--- src/rtl/irbaud_pkg.sv ---
// constants and helper functions for the infrared serial baud and pulse block
// assumes a 32-bit axi4-lite master and one reference clock
package irbaud_pkg;
  // register byte addresses
  localparam logic [7:0] RATE_SELECT_ADDR = 8'h00;
  localparam logic [7:0] IR_CONTROL_ADDR = 8'h04;
  localparam logic [7:0] STATUS_ADDR = 8'h08;
  // serial_rate_select field positions
  localparam int RATE_SOURCE_BIT = 6;
  localparam int PRESCALE_LSB = 4;
  localparam int RATE_DIV_LSB = 0;
  // infrared_control field positions
  localparam int NARROW_PULSE_LSB = 1;
  localparam int IR_ENABLE_BIT = 0;
  // writable bits and reset values
  localparam logic [7:0] RATE_SELECT_MASK = 8'h77;
  localparam logic [7:0] IR_CONTROL_MASK = 8'h07;
  localparam logic [7:0] RATE_SELECT_RESET = 8'h00;
  localparam logic [7:0] IR_CONTROL_RESET = 8'h00;
  // axi responses
  localparam logic [1:0] RESP_OKAY = 2'h0;
  localparam logic [1:0] RESP_SLVERR = 2'h2;
  // sampling ticks per bit time
  localparam logic [3:0] TICKS_PER_BIT_LAST = 4'hf;
  localparam logic [4:0] TICKS_PER_BIT = 5'h10;
  // narrow pulse codes
  localparam logic [1:0] PULSE_3_16 = 2'h0;
  localparam logic [1:0] PULSE_1_16 = 2'h1;
  localparam logic [12:0] PULSE_MIN = 13'h0001;

  // prescaler divisor from its two-bit code
  function automatic logic [3:0] prescale_divisor(input logic [1:0] code);
    case (code)
      2'h0: prescale_divisor = 4'h1;
      2'h1: prescale_divisor = 4'h3;
      2'h2: prescale_divisor = 4'h4;
      default: prescale_divisor = 4'hd;
    endcase
  endfunction

  // binary rate divisor, two to the power of the code
  function automatic logic [7:0] rate_divisor(input logic [2:0] code);
    rate_divisor = 8'h01 << code;
  endfunction
endpackage

--- src/rtl/baud_tick_if.sv ---
// timing signals passed from the baud generator to the infrared shaper
// all signals are synchronous to the reference clock
interface baud_tick_if;
  logic src_tick;
  logic tick16;
  logic bit_start;
  logic [12:0] pulse_len;
  modport gen (output src_tick, output tick16, output bit_start, output pulse_len);
  modport shaper (input src_tick, input tick16, input bit_start, input pulse_len);
endinterface

--- src/rtl/ir_pulse_shaper.sv ---
// infrared encoder and decoder driven by the common baud timing
// assumes rx input already passed a two-flop synchroniser
module ir_pulse_shaper (
  input wire logic i_clk,
  input wire logic i_rst_b,
  baud_tick_if.shaper tick,
  input wire logic i_enable,
  input wire logic i_tx_data,
  input wire logic i_rx_sync,
  output logic o_ir_tx,
  output logic o_rx_dec
);
  typedef struct packed {
    logic rx_prev;
    logic [12:0] pulse_cnt;
    logic [4:0] stretch_cnt;
    logic ir_tx;
    logic rx_dec;
  } shaper_state_t;

  shaper_state_t state_reg;
  shaper_state_t state_next;

  localparam logic [12:0] PULSE_MIN_L = irbaud_pkg::PULSE_MIN;

  // encoder pulses low bits, decoder stretches each pulse to a bit time
  always_comb begin
    state_next = state_reg;
    state_next.rx_prev = i_rx_sync;
    if (!i_enable) begin
      state_next.pulse_cnt = '0;
      state_next.stretch_cnt = '0;
      state_next.ir_tx = i_tx_data;
      state_next.rx_dec = i_rx_sync;
    end else begin
      // no pulse running means light off; also drops a line copy left high at enable
      if (tick.bit_start && !i_tx_data) begin
        state_next.pulse_cnt = tick.pulse_len;
        state_next.ir_tx = 1'b1;
      end else if (tick.bit_start) begin
        state_next.ir_tx = 1'b0;
      end else if (tick.src_tick && state_reg.pulse_cnt != '0) begin
        state_next.pulse_cnt = state_reg.pulse_cnt - 13'h0001;
        state_next.ir_tx = (state_reg.pulse_cnt != PULSE_MIN_L);
      end else if (state_reg.pulse_cnt == '0) begin
        state_next.ir_tx = 1'b0;
      end
      // falling edge of the received light pulse starts a zero bit
      if (state_reg.rx_prev && !i_rx_sync) begin
        state_next.stretch_cnt = irbaud_pkg::TICKS_PER_BIT;
        state_next.rx_dec = 1'b0;
      end else if (tick.tick16 && state_reg.stretch_cnt != '0) begin
        state_next.stretch_cnt = state_reg.stretch_cnt - 5'h01;
        state_next.rx_dec = (state_reg.stretch_cnt == 5'h01);
      end
    end
  end

  // idle levels: line high when disabled, light off when enabled
  always_ff @(posedge i_clk or negedge i_rst_b) begin
    if (!i_rst_b) begin
      state_reg <= '{rx_prev: 1'b1, pulse_cnt: 13'h0000, stretch_cnt: 5'h00, ir_tx: 1'b1, rx_dec: 1'b1};
    end else begin
      state_reg <= state_next;
    end
  end

  assign o_ir_tx = state_reg.ir_tx;
  assign o_rx_dec = state_reg.rx_dec;
endmodule

--- src/rtl/ir_serial_baud_and_pulse_ctrl.sv ---
// baud rate generator and infrared pulse control with an axi4-lite register slave
// assumes the crystal-derived clock is slower than half the reference clock
// assumes the transmit stream comes from logic on the reference clock, so it is not synchronised
// assumes the infrared receiver pin reads low while light falls on it
//
// Our own choices: register access over AXI4-Lite and the placing of the registers.
module ir_serial_baud_and_pulse_ctrl (
  input wire logic I_REF_CLK,
  input wire logic I_RST_B,
  input wire logic I_CRYSTAL_DERIVED_CLK,
  input wire logic I_TX_DATA,
  input wire logic I_IR_RXD,
  output logic O_IR_TXD,
  output logic O_RXD_DEC,
  output logic O_BAUD_TICK16,
  output logic O_BIT_START,
  input wire logic [7:0] I_S_AXI_AWADDR,
  input wire logic I_S_AXI_AWVALID,
  output logic O_S_AXI_AWREADY,
  input wire logic [31:0] I_S_AXI_WDATA,
  input wire logic [3:0] I_S_AXI_WSTRB,
  input wire logic I_S_AXI_WVALID,
  output logic O_S_AXI_WREADY,
  output logic [1:0] O_S_AXI_BRESP,
  output logic O_S_AXI_BVALID,
  input wire logic I_S_AXI_BREADY,
  input wire logic [7:0] I_S_AXI_ARADDR,
  input wire logic I_S_AXI_ARVALID,
  output logic O_S_AXI_ARREADY,
  output logic [31:0] O_S_AXI_RDATA,
  output logic [1:0] O_S_AXI_RRESP,
  output logic O_S_AXI_RVALID,
  input wire logic I_S_AXI_RREADY
);
  typedef struct packed {
    // bus slave
    logic awready;
    logic wready;
    logic aw_have;
    logic [7:0] aw_addr;
    logic w_have;
    logic [7:0] w_data;
    logic w_lane0;
    logic bvalid;
    logic [1:0] bresp;
    logic arready;
    logic rvalid;
    logic [7:0] rdata;
    logic [1:0] rresp;

    // control registers
    logic [7:0] rate_select;
    logic [7:0] ir_control;

    // pin synchronisers
    logic xtal_s1;
    logic xtal_s2;
    logic xtal_s3;
    logic rx_s1;
    logic rx_s2;

    // baud generator
    logic src_tick;
    logic [3:0] pre_cnt;
    logic [6:0] div_cnt;
    logic [3:0] phase;
    logic tick16;
    logic bit_start;
  } top_state_t;

  localparam top_state_t STATE_RESET = '{
    awready: 1'b1,
    wready: 1'b1,
    aw_have: 1'b0,
    aw_addr: 8'h00,
    w_have: 1'b0,
    w_data: 8'h00,
    w_lane0: 1'b0,
    bvalid: 1'b0,
    bresp: 2'h0,
    arready: 1'b1,
    rvalid: 1'b0,
    rdata: 8'h00,
    rresp: 2'h0,
    rate_select: irbaud_pkg::RATE_SELECT_RESET,
    ir_control: irbaud_pkg::IR_CONTROL_RESET,
    xtal_s1: 1'b0,
    xtal_s2: 1'b0,
    xtal_s3: 1'b0,
    rx_s1: 1'b1,
    rx_s2: 1'b1,
    src_tick: 1'b0,
    pre_cnt: 4'h0,
    div_cnt: 7'h00,
    phase: 4'h0,
    tick16: 1'b0,
    bit_start: 1'b0
  };

  top_state_t state_reg;
  top_state_t state_next;

  // timing bundle towards the infrared shaper
  baud_tick_if tick_bus ();

  // decoded fields of the two control registers
  logic rate_source;
  logic [1:0] prescale_code;
  logic [2:0] rate_divider_code;
  logic [1:0] narrow_pulse_code;
  logic infrared_enable;

  // divisors and pulse length, counted in source ticks
  logic [3:0] prescale_div;
  logic [7:0] rate_div;
  logic [12:0] unit_len;
  logic [12:0] pulse_len;

  // shaper outputs, already registered inside it
  logic ir_tx_int;
  logic rx_dec_int;

  // field extraction from the control registers
  assign rate_source = state_reg.rate_select[irbaud_pkg::RATE_SOURCE_BIT];
  assign prescale_code = state_reg.rate_select[irbaud_pkg::PRESCALE_LSB +: 2];
  assign rate_divider_code = state_reg.rate_select[irbaud_pkg::RATE_DIV_LSB +: 3];
  assign narrow_pulse_code = state_reg.ir_control[irbaud_pkg::NARROW_PULSE_LSB +: 2];
  assign infrared_enable = state_reg.ir_control[irbaud_pkg::IR_ENABLE_BIT];
  assign prescale_div = irbaud_pkg::prescale_divisor(prescale_code);
  assign rate_div = irbaud_pkg::rate_divisor(rate_divider_code);

  // one sampling tick lasts prescale times rate source ticks
  // both factors widened first, so the product cannot wrap at eight bits
  assign unit_len = 13'(prescale_div) * 13'(rate_div);

  // pulse width in source ticks; 1/32 rounds down, never below one tick
  // the 3/16 width of the slowest setting still fits thirteen bits
  always_comb begin
    case (narrow_pulse_code)
      irbaud_pkg::PULSE_3_16: pulse_len = 13'(unit_len * 13'h0003);
      irbaud_pkg::PULSE_1_16: pulse_len = unit_len;
      default: pulse_len = (unit_len == irbaud_pkg::PULSE_MIN) ? irbaud_pkg::PULSE_MIN : (unit_len >> 1);
    endcase
  end

  // timing signals towards the shaper, registered except pulse_len, which is decoded from the registers
  assign tick_bus.src_tick = state_reg.src_tick;
  assign tick_bus.tick16 = state_reg.tick16;
  assign tick_bus.bit_start = state_reg.bit_start;
  assign tick_bus.pulse_len = pulse_len;

  // register read mux, narrow values in the low byte
  function automatic logic [7:0] read_value(input logic [7:0] addr, input top_state_t s, input logic tx,
                                            input logic rx);
    case (addr)
      irbaud_pkg::RATE_SELECT_ADDR: read_value = s.rate_select;
      irbaud_pkg::IR_CONTROL_ADDR: read_value = s.ir_control;
      irbaud_pkg::STATUS_ADDR: read_value = {s.phase, 2'h0, rx, tx};
      default: read_value = 8'h00;
    endcase
  endfunction

  // address decode shared by the write commit and the read response
  function automatic logic is_writable(input logic [7:0] addr);
    is_writable = (addr == irbaud_pkg::RATE_SELECT_ADDR) || (addr == irbaud_pkg::IR_CONTROL_ADDR);
  endfunction

  function automatic logic is_mapped(input logic [7:0] addr);
    is_mapped = is_writable(addr) || (addr == irbaud_pkg::STATUS_ADDR);
  endfunction

  // next-state logic: bus slave, synchronisers and divider chain
  always_comb begin
    state_next = state_reg;

    // address and data are taken in either order, answer follows both
    if (I_S_AXI_AWVALID && state_reg.awready) begin
      state_next.aw_have = 1'b1;
      state_next.aw_addr = I_S_AXI_AWADDR;
    end
    if (I_S_AXI_WVALID && state_reg.wready) begin
      state_next.w_have = 1'b1;
      state_next.w_data = I_S_AXI_WDATA[7:0];
      state_next.w_lane0 = I_S_AXI_WSTRB[0];
    end
    // the response leaves once the master has taken it
    if (state_reg.bvalid && I_S_AXI_BREADY) begin
      state_next.bvalid = 1'b0;
    end
    // commit one cycle after both halves are held; a pending response holds off the next
    if (state_reg.aw_have && state_reg.w_have && !state_reg.bvalid) begin
      state_next.aw_have = 1'b0;
      state_next.w_have = 1'b0;
      state_next.bvalid = 1'b1;
      // status and unmapped writes answer with an error and change nothing
      state_next.bresp = is_writable(state_reg.aw_addr) ? irbaud_pkg::RESP_OKAY : irbaud_pkg::RESP_SLVERR;
      // only byte lane 0 carries register bits
      if (state_reg.w_lane0 && state_reg.aw_addr == irbaud_pkg::RATE_SELECT_ADDR) begin
        state_next.rate_select = state_reg.w_data & irbaud_pkg::RATE_SELECT_MASK;
      end
      if (state_reg.w_lane0 && state_reg.aw_addr == irbaud_pkg::IR_CONTROL_ADDR) begin
        state_next.ir_control = state_reg.w_data & irbaud_pkg::IR_CONTROL_MASK;
      end
    end
    // readies drop while a write is held, so one write at a time
    state_next.awready = !state_next.aw_have && !state_next.bvalid;
    state_next.wready = !state_next.w_have && !state_next.bvalid;

    // read: one beat at a time, answer the cycle after acceptance
    if (state_reg.rvalid && I_S_AXI_RREADY) begin
      state_next.rvalid = 1'b0;
    end
    // data captured at acceptance, so a write landing later cannot tear them
    if (I_S_AXI_ARVALID && state_reg.arready) begin
      state_next.rvalid = 1'b1;
      state_next.rdata = read_value(I_S_AXI_ARADDR, state_reg, ir_tx_int, rx_dec_int);
      state_next.rresp = is_mapped(I_S_AXI_ARADDR) ? irbaud_pkg::RESP_OKAY : irbaud_pkg::RESP_SLVERR;
    end
    state_next.arready = !state_next.rvalid;

    // two flops before any logic looks at the crystal or receiver pin
    state_next.xtal_s1 = I_CRYSTAL_DERIVED_CLK;
    state_next.xtal_s2 = state_reg.xtal_s1;
    state_next.xtal_s3 = state_reg.xtal_s2;
    state_next.rx_s1 = I_IR_RXD;
    state_next.rx_s2 = state_reg.rx_s1;

    // source tick: every cycle or each rising edge of the crystal clock
    // the crystal edge shows three cycles late, which only shifts the tick phase
    state_next.src_tick = rate_source ? 1'b1 : (state_reg.xtal_s2 && !state_reg.xtal_s3);

    // prescaler then binary divider; output is the sixteen-times tick
    state_next.tick16 = 1'b0;
    state_next.bit_start = 1'b0;
    if (state_reg.src_tick) begin
      if (state_reg.pre_cnt >= prescale_div - 4'h1) begin
        state_next.pre_cnt = 4'h0;
        if ({1'b0, state_reg.div_cnt} >= rate_div - 8'h01) begin
          state_next.div_cnt = 7'h00;
          state_next.tick16 = 1'b1;
        end else begin
          state_next.div_cnt = state_reg.div_cnt + 7'h01;
        end
      end else begin
        state_next.pre_cnt = state_reg.pre_cnt + 4'h1;
      end
    end

    // bit phase counts sixteen ticks; its bit start drives the encoder and O_BIT_START, the decoder keeps its own count
    if (state_reg.tick16) begin
      state_next.phase = state_reg.phase + 4'h1;
      state_next.bit_start = (state_reg.phase == irbaud_pkg::TICKS_PER_BIT_LAST);
    end
  end

  // single register stage for all state; reset clears every field except the three readies and the rx synchroniser, which load one
  // reset values are constants only, so the asynchronous branch stays clean
  always_ff @(posedge I_REF_CLK or negedge I_RST_B) begin
    if (!I_RST_B) begin
      state_reg <= STATE_RESET;
    end else begin
      state_reg <= state_next;
    end
  end

  // infrared encoder and decoder share the same tick as the serial logic
  ir_pulse_shaper u_shaper (
    .i_clk(I_REF_CLK),
    .i_rst_b(I_RST_B),
    .tick(tick_bus.shaper),
    .i_enable(infrared_enable),
    .i_tx_data(I_TX_DATA),
    .i_rx_sync(state_reg.rx_s2),
    .o_ir_tx(ir_tx_int),
    .o_rx_dec(rx_dec_int)
  );

  // outputs straight from flip-flops
  assign O_IR_TXD = ir_tx_int;
  assign O_RXD_DEC = rx_dec_int;
  assign O_BAUD_TICK16 = state_reg.tick16;
  assign O_BIT_START = state_reg.bit_start;

  // bus handshake, response and read data outputs, each a field of the state register; upper read data bits tied to zero
  assign O_S_AXI_AWREADY = state_reg.awready;
  assign O_S_AXI_WREADY = state_reg.wready;
  assign O_S_AXI_BVALID = state_reg.bvalid;
  assign O_S_AXI_BRESP = state_reg.bresp;
  assign O_S_AXI_ARREADY = state_reg.arready;
  assign O_S_AXI_RVALID = state_reg.rvalid;
  assign O_S_AXI_RRESP = state_reg.rresp;
  assign O_S_AXI_RDATA = {24'h00_0000, state_reg.rdata};
endmodule

--- config.mk ---
export PLATFORM = sky130hd
export DESIGN_NAME = ir_serial_baud_and_pulse_ctrl
export DESIGN_NICKNAME = d
export VERILOG_FILES = /design/src/rtl/irbaud_pkg.sv /design/src/rtl/baud_tick_if.sv /design/src/rtl/ir_pulse_shaper.sv /design/src/rtl/ir_serial_baud_and_pulse_ctrl.sv
export SDC_FILE = /design/constraint.sdc
export NUM_CORES = 1
export LEC_CHECK = 0
export ABC_AREA = 1
export BUFFER_PORTS_ARGS = -buffer_cell sky130_fd_sc_hd__buf_2
export CAP_MARGIN = 0
export CORE_MARGIN = 5
export CORE_UTILIZATION = 50
export DETAILED_ROUTE_END_ITERATION = 8
export GPL_ROUTABILITY_DRIVEN = 0
export PLACE_DENSITY = 0.71
export SYNTH_ARGS = -nofsm -noshare
export SYNTH_HDL_FRONTEND = slang
export SYNTH_SLANG_ARGS = --single-unit
--- constraint.sdc ---
create_clock -name I_REF_CLK -period 13.4 [get_ports I_REF_CLK]
set_input_delay 2.68 -clock I_REF_CLK [delete_from_list [all_inputs] [get_ports I_REF_CLK]]
set_output_delay 2.68 -clock I_REF_CLK [all_outputs]
set_load 0.05 [all_outputs]
Yosys cells after proc, flatten, opt, wreduce, memory -nomap -nowiden
Cells that the tools add are included.

Flip-flop bits (word level): 89. Bits of input ports: 62. Word-level logic and storage cells: 128.

$mul: 2. Order comparisons: 2. Reduce and logical (&&, ||, !) cells: 38. Mux-type cells: 33. Add/sub/neg operators: 7. Equality and inequality tests: 14. Shift-type cells: 1.

Operators by type and width (number): $mux 13 (3); $pmux 13 s2 (1); $pmux 8 s3 (1); $mux 11 (2); $mux 20 (1); $eq 8x3->1 const B (2); $logic_and 1x1->1 (16); $logic_not 8->1 (2); $mux 1 (15); $logic_not 13->1 (1); $mul 12x2->13 const B (1); $ne 13x1->1 const B (1); $reduce_bool 13->1 (1); $sub 13x1->13 const B (1); $eq 12x1->1 const B (1); $mul 4x8->12 (1); $pmux 4 s3 (1); $mux 10 (1); $mux 5 (2); $mux 9 (1); $add 4x1->4 const B (2); $eq 8x4->1 const B (1); $ge 7x8->1 (1); $logic_not 1->1 (8); 21 further kinds (30).

Logic depth before layout (Yosys ltp)
Word-level depth: 8. Mapped depth: 31. Gate-level depth less buffers: 30.

Hierarchy
A second synthesis with hierarchy kept.

Cells, all modules: 925. Area total of the unflattened synthesis: 6702.7 um^2.

By module, submodules not included: ir_serial_baud_and_pulse_ctrl (cells each 708, seq. area each 1582.8 um^2, times used 1, area an instance 5190.0 um^2); ir_pulse_shaper (cells each 217, seq. area each 529.3 um^2, times used 1, area an instance 1512.7 um^2).

Least setup slack after synthesis
OpenSTA, ideal clock, no wires.

Path type: register to register. Start point: register state_reg, in the netlist rate_divider_code[1]. End point: register u_shaper.state_reg[19] (netlist name). Data required time: 13284 ps. Cell stages (with the launch flop): 25. Data arrival time: 4323 ps. Slack: 8960 ps. Period minus slack after synthesis: 4440 ps. Cell sequence: dfrtp_1 > clkbuf_1 > nor2_1 > nand2_1 > or2_2 > fa_1 > inv_1 > fa_1 > inv_1 > fa_1 > nand3b_1 > nand2_1 > xor2_1 > inv_1 > ha_1 > nand2_1 > inv_1 > a21oi_1 > nand2_1 > a21boi_0 > nand2_1 > nand3_1 > nand2_1 > nand2_1 > nand2_1.

Longest elaborated chain between the ends: 6.

RTL lines: from (decl) (RTL line ir_serial_baud_and_pulse_ctrl.sv:100) `top_state_t state_reg;`; from (signal assigned) (RTL line ir_serial_baud_and_pulse_ctrl.sv:262) `state_reg <= state_next;`; $shl 1x3->8 (RTL line irbaud_pkg.sv:43) `rate_divisor = 8'h01 << code;`; $mul 4x8->12 (RTL line ir_serial_baud_and_pulse_ctrl.sv:134) `assign unit_len = 13'(prescale_div) * 13'(rate_div);`; $mul 12x2->13 (RTL line ir_serial_baud_and_pulse_ctrl.sv:140) `irbaud_pkg::PULSE_3_16: pulse_len = 13'(unit_len * 13'h0003);`; $pmux 13 s2 (RTL line ir_serial_baud_and_pulse_ctrl.sv:139) `case (narrow_pulse_code)`; $mux 13 (RTL line ir_pulse_shaper.sv:37) `if (tick.bit_start && !i_tx_data) begin`; $mux 20 (RTL line ir_pulse_shaper.sv:30) `if (!i_enable) begin`; to (signal assigned) (RTL line ir_pulse_shaper.sv:62) `state_reg <= '{rx_prev: 1'b1, pulse_cnt: 13'h0000, stretch_cnt: 5'h00, ir_tx: 1'b1, rx_dec: 1'b1};`; to (signal assigned) (RTL line ir_pulse_shaper.sv:64) `state_reg <= state_next;`; to (decl) (RTL line ir_pulse_shaper.sv:21) `shaper_state_t state_reg;`.

No other way between the ends. A chain may end at the register's enable or synchronous reset.

Final worst setup path
Start point: register state_reg, in the netlist prescale_code[0]. End point: register u_shaper.state_reg[17] (netlist name).

Longest elaborated chain between the ends: 8.

RTL lines: $eq 2x2->1, or another cell as far along (RTL line irbaud_pkg.sv:33) `case (code)`; $pmux 4 s3 * (RTL line irbaud_pkg.sv:33); $mul 4x8->12 * (RTL line ir_serial_baud_and_pulse_ctrl.sv:134); branches (longest 2 deep; another with $mul 12x2->13); $pmux 13 s2 * (RTL line ir_serial_baud_and_pulse_ctrl.sv:139); $mux 13 * (RTL line ir_pulse_shaper.sv:37); $mux 20 * (RTL line ir_pulse_shaper.sv:30).

Every way passes the cells marked *.

==> metrics.md <==
| Metric | Value |
|---|---|
| Req. time, crit path | 13.63 ns |
| RSZ-0062 raised after global routing | false |
| Wl on met1 | 6360 µm |
| I/O pins | roughly 110 |
| H-tree levels | 3 |
| Fmax | 203 MHz |
| Final hold violations | 0 |
| Clk slew on worst S/H paths | around 0.060 ns |
| Finish-stage setup viols | 0 |
| Initial core utilization | 51.0% |
| Max FFs per register | 34 |
| Worst hold path type | reg2reg |
| Die area | 15200 µm² |
| Worst-Margin Slew | between 0.8 and 0.9 ns |
| P&R area growth vs syn | 8.08% |
| Rel. slew slack | 45.1% |
| WL met2 | 6050 µm |
| Gr ovfl total | 0 |
| Met3 wire len | 511 µm |
| Critical path startpoint category | flop |
| Yosys cell types | 42 |
| CTS tree | done |
| Post-DP HPWL | 10400 µm |
| R2r setup slk | 8.46 ns |
| Sequential area share after synthesis | 32.8% |
| Initial antenna violation count | 1 |
| Finished Core Util | 55.1% |
| Global Route Usage Sum | 18.4% |
| Hold slack | 0.351 ns |
| DR vias | 5323 |
| Clk_lat worst skew | 0.34 ns |
| Routed WL | between 10000 and 15000 µm |
| CP Launch Point | prescale_code[0] |
| Ys Warns | 0 |
| Port Buffer Count | 50 |
| Setup Total Neg Slack | 0 ns |
| CTS resizes | 0 |
| Tmin final | 4.94 ns |
| Top Metal Used | met4 |
| Setup Skew | 0.00838 ns |
| Longest Clk Path Bufs | 2 |
| Worst-path fanout max | 8 |
| Number of synthesized register bits | 84 |
| Fin. max-slew vios | 0 |
| Post-synth EDFFs | 0 |
| Remaining antenna violation count after routing | 0 |
| Global-route wire length before repair | about 23000 µm |
| Worst setup path endpoint | u_shaper.state_reg[17] |
| CORE AREA | 12600 µm² |
| Post-synth ARST share | 100% |
| Main synth FF type | dfrtp_1 |
| Wire length per cell | approximately 12 µm |
| Cts-stage hold buffer count | 0 |
| Remaining DRCs | 0 |
| Chip height | 123 µm |
| Maxcap violations | 0 |
| Period utilization | between 30% and 40% |
| Synthesized area | 6440 µm² |
| Reg-to-reg critical path endpoint | u_shaper.state_reg[17] |
| Reg2Reg Launch Point | prescale_code[0] |
| Worst reg2reg path depth | 27 |
| Setup Crit Path Kind | reg2reg |
| Vias in the first global route | 5009 |
| TritonRoute pass-1 iters | 4 |
| Post-CTS setup buffers | 0 |
| Sink Count | 84 |
| Root Driver | clkbuf_16 |
| Syn Inst Count | 888 |
| Largest net degree at the start of global routing | 69 |
| LEAKAGE | ~0.0038 µW |
| Outcome | finished, final reports clean |
| Cell count after placement | 1088 |
| First DRT Iteration DRCs | 232 |
| CTS buffer count | 9 |
| Crit path arrival time | between 5 and 6 ns |
| Post-layout nets | 1057 |
| Setup crit end kind | flop |
| Row count | 41 |
| Fin cells | 1105 |
| Via/cell ratio | 4.82 |
| Peak supply drop | roughly 0.13 mV |
| P per Cell Area | 165 nW/µm² |
| Die width | 123 µm |
| Synth Area per Inst | 7.25 µm² |
| Share of cells above drive strength 1 | under 10% |
-- cell type report --
cell class / count / area [µm²]
inverter: 145 / 546
clock buffer: 11 / 233
antenna: 1 / 2.50
multi-input combinational: 635 / 3550
fill: 1256 / 5660
clock inverter: 5 / 37.5
tap: 172 / 215
sequential: 84 / 2110
timing repair buffer: 52 / 268
-- cell usage after synthesis (3+ instances only) --
cell      number  share of area [%]
a21oi_1       31                2.4
buf_4         36                4.2
clkbuf_1      10               0.58
dfrtp_1       76                 30
dfstp_2        8                3.3
fa_1          13                4.0
ha_1          55                 11
inv_1        141                8.2
nand2_1      236                 14
nand3_1       53                4.1
nand3_2        3               0.47
nand4_1       12                1.2
nor2_1        81                4.7
nor2_2         3               0.29
nor3_1        12               0.93
o21ai_0       51                4.0
o21bai_1       5               0.58
o22ai_1       11                1.1
xnor2_1        6               0.82
xor2_1        15                2.0
-- worst min-delay path by stage --
stage	from	endpoint	slack, ns	cells after the start
after detailed placement	state_next[21]	state_next[20]	0.34	0
after global routing	state_next[18]	state_reg[18]	0.37	0
final	state_next[21]	state_next[20]	0.35	0
after floorplan	state_next[21]	state_next[20]	0.33	0
after global placement	state_next[21]	state_next[20]	0.34	0
after CTS	state_next[21]	state_next[20]	0.36	0
-- per-layer routing --
| metal | up-vias | global-route usage, % |
|---|---|---|
| li1 | 2812 | - |
| met1 | 2444 | 24.6 |
| met2 | 60 | 30.2 |
| met3 | 7 | 3.80 |
| met4 | 0 | 5.54 |
| met5 | - | 0 |
-- cells in the final DEF (no fill, tap or decap), drive strengths merged --
cell type | netlist | routed
nor3b | 2 | 2
dfstp | 8 | 8
nand3b | 1 | 1
clkinv | 2 | 4
nor4 | 2 | 2
clkbuf | 10 | 11
nand4 | 12 | 12
o21ai | 52 | 52
xnor2 | 6 | 6
ha | 55 | 55
conb | 1 | 27
a21oi | 31 | 31
o22ai | 11 | 11
nand3 | 56 | 56
diode | 0 | 1
clkinvlp | 0 | 2
o21bai | 5 | 5
nor3 | 12 | 12
a31oi | 1 | 1
dfrtp | 76 | 76
and3 | 1 | 1
a21o | 2 | 2
nor2 | 85 | 85
o41ai | 1 | 1
a21boi | 1 | 1
fa | 13 | 13
buf | 40 | 52
xor2 | 15 | 15
or2 | 2 | 2
inv | 143 | 144
a211oi | 1 | 1
nand2 | 240 | 240
or3 | 1 | 1
-- logic make-up after synthesis --
group	Yosys count	synth area share [%]
simple gates	414	27.1
other cells	1	0.0582
fa+ha+maj	68	14.7
buf+inv	195	13.6
xor+xnor	21	2.86
flops	84	32.8
compound gates	105	8.80
-- where the power goes --
part	leakage (µW)	internal, µW	switching (µW)
Combinational	0.00260	177	369
Sequential	0.00109	319	54.9
Clock	0.000126	126	99.8
Total	0.00381	622	524
-- stage by stage --
step	instance area [µm²]	setup WS [ns]	power, µW
2_1_floorplan	6540	8.96	808
3_3_place_gp	6690	8.48	914
3_5_place_dp	6690	8.45	923
4_1_cts	6960	8.42	1160
5_1_grt	6960	7.81	1260
6_report	6960	8.46	1150
-- worst max-delay path, cell delays in order (launching register included) --
cell and delay (ns):
dfrtp_1 0.41, inv_1 0.10, ha_1 0.20, nor2_1 0.40, nor2_1 0.15, fa_1 0.53, inv_1 0.06, fa_1 0.52
inv_1 0.04, ha_1 0.34, a21oi_1 0.26, nor2_1 0.06, nor2_1 0.14, nand3_1 0.11, nand2_1 0.13, inv_1 0.07
ha_1 0.36, nand2_1 0.12, nor2_1 0.16, nand3_1 0.14, nand4_1 0.13, nand3_1 0.08, nand2_1 0.08, inv_1 0.04
nand2_1 0.05, nand2_1 0.06, nand2_1 0.06, nand2_1 0.04
Note: power is estimated with default switching activity, not from simulation.
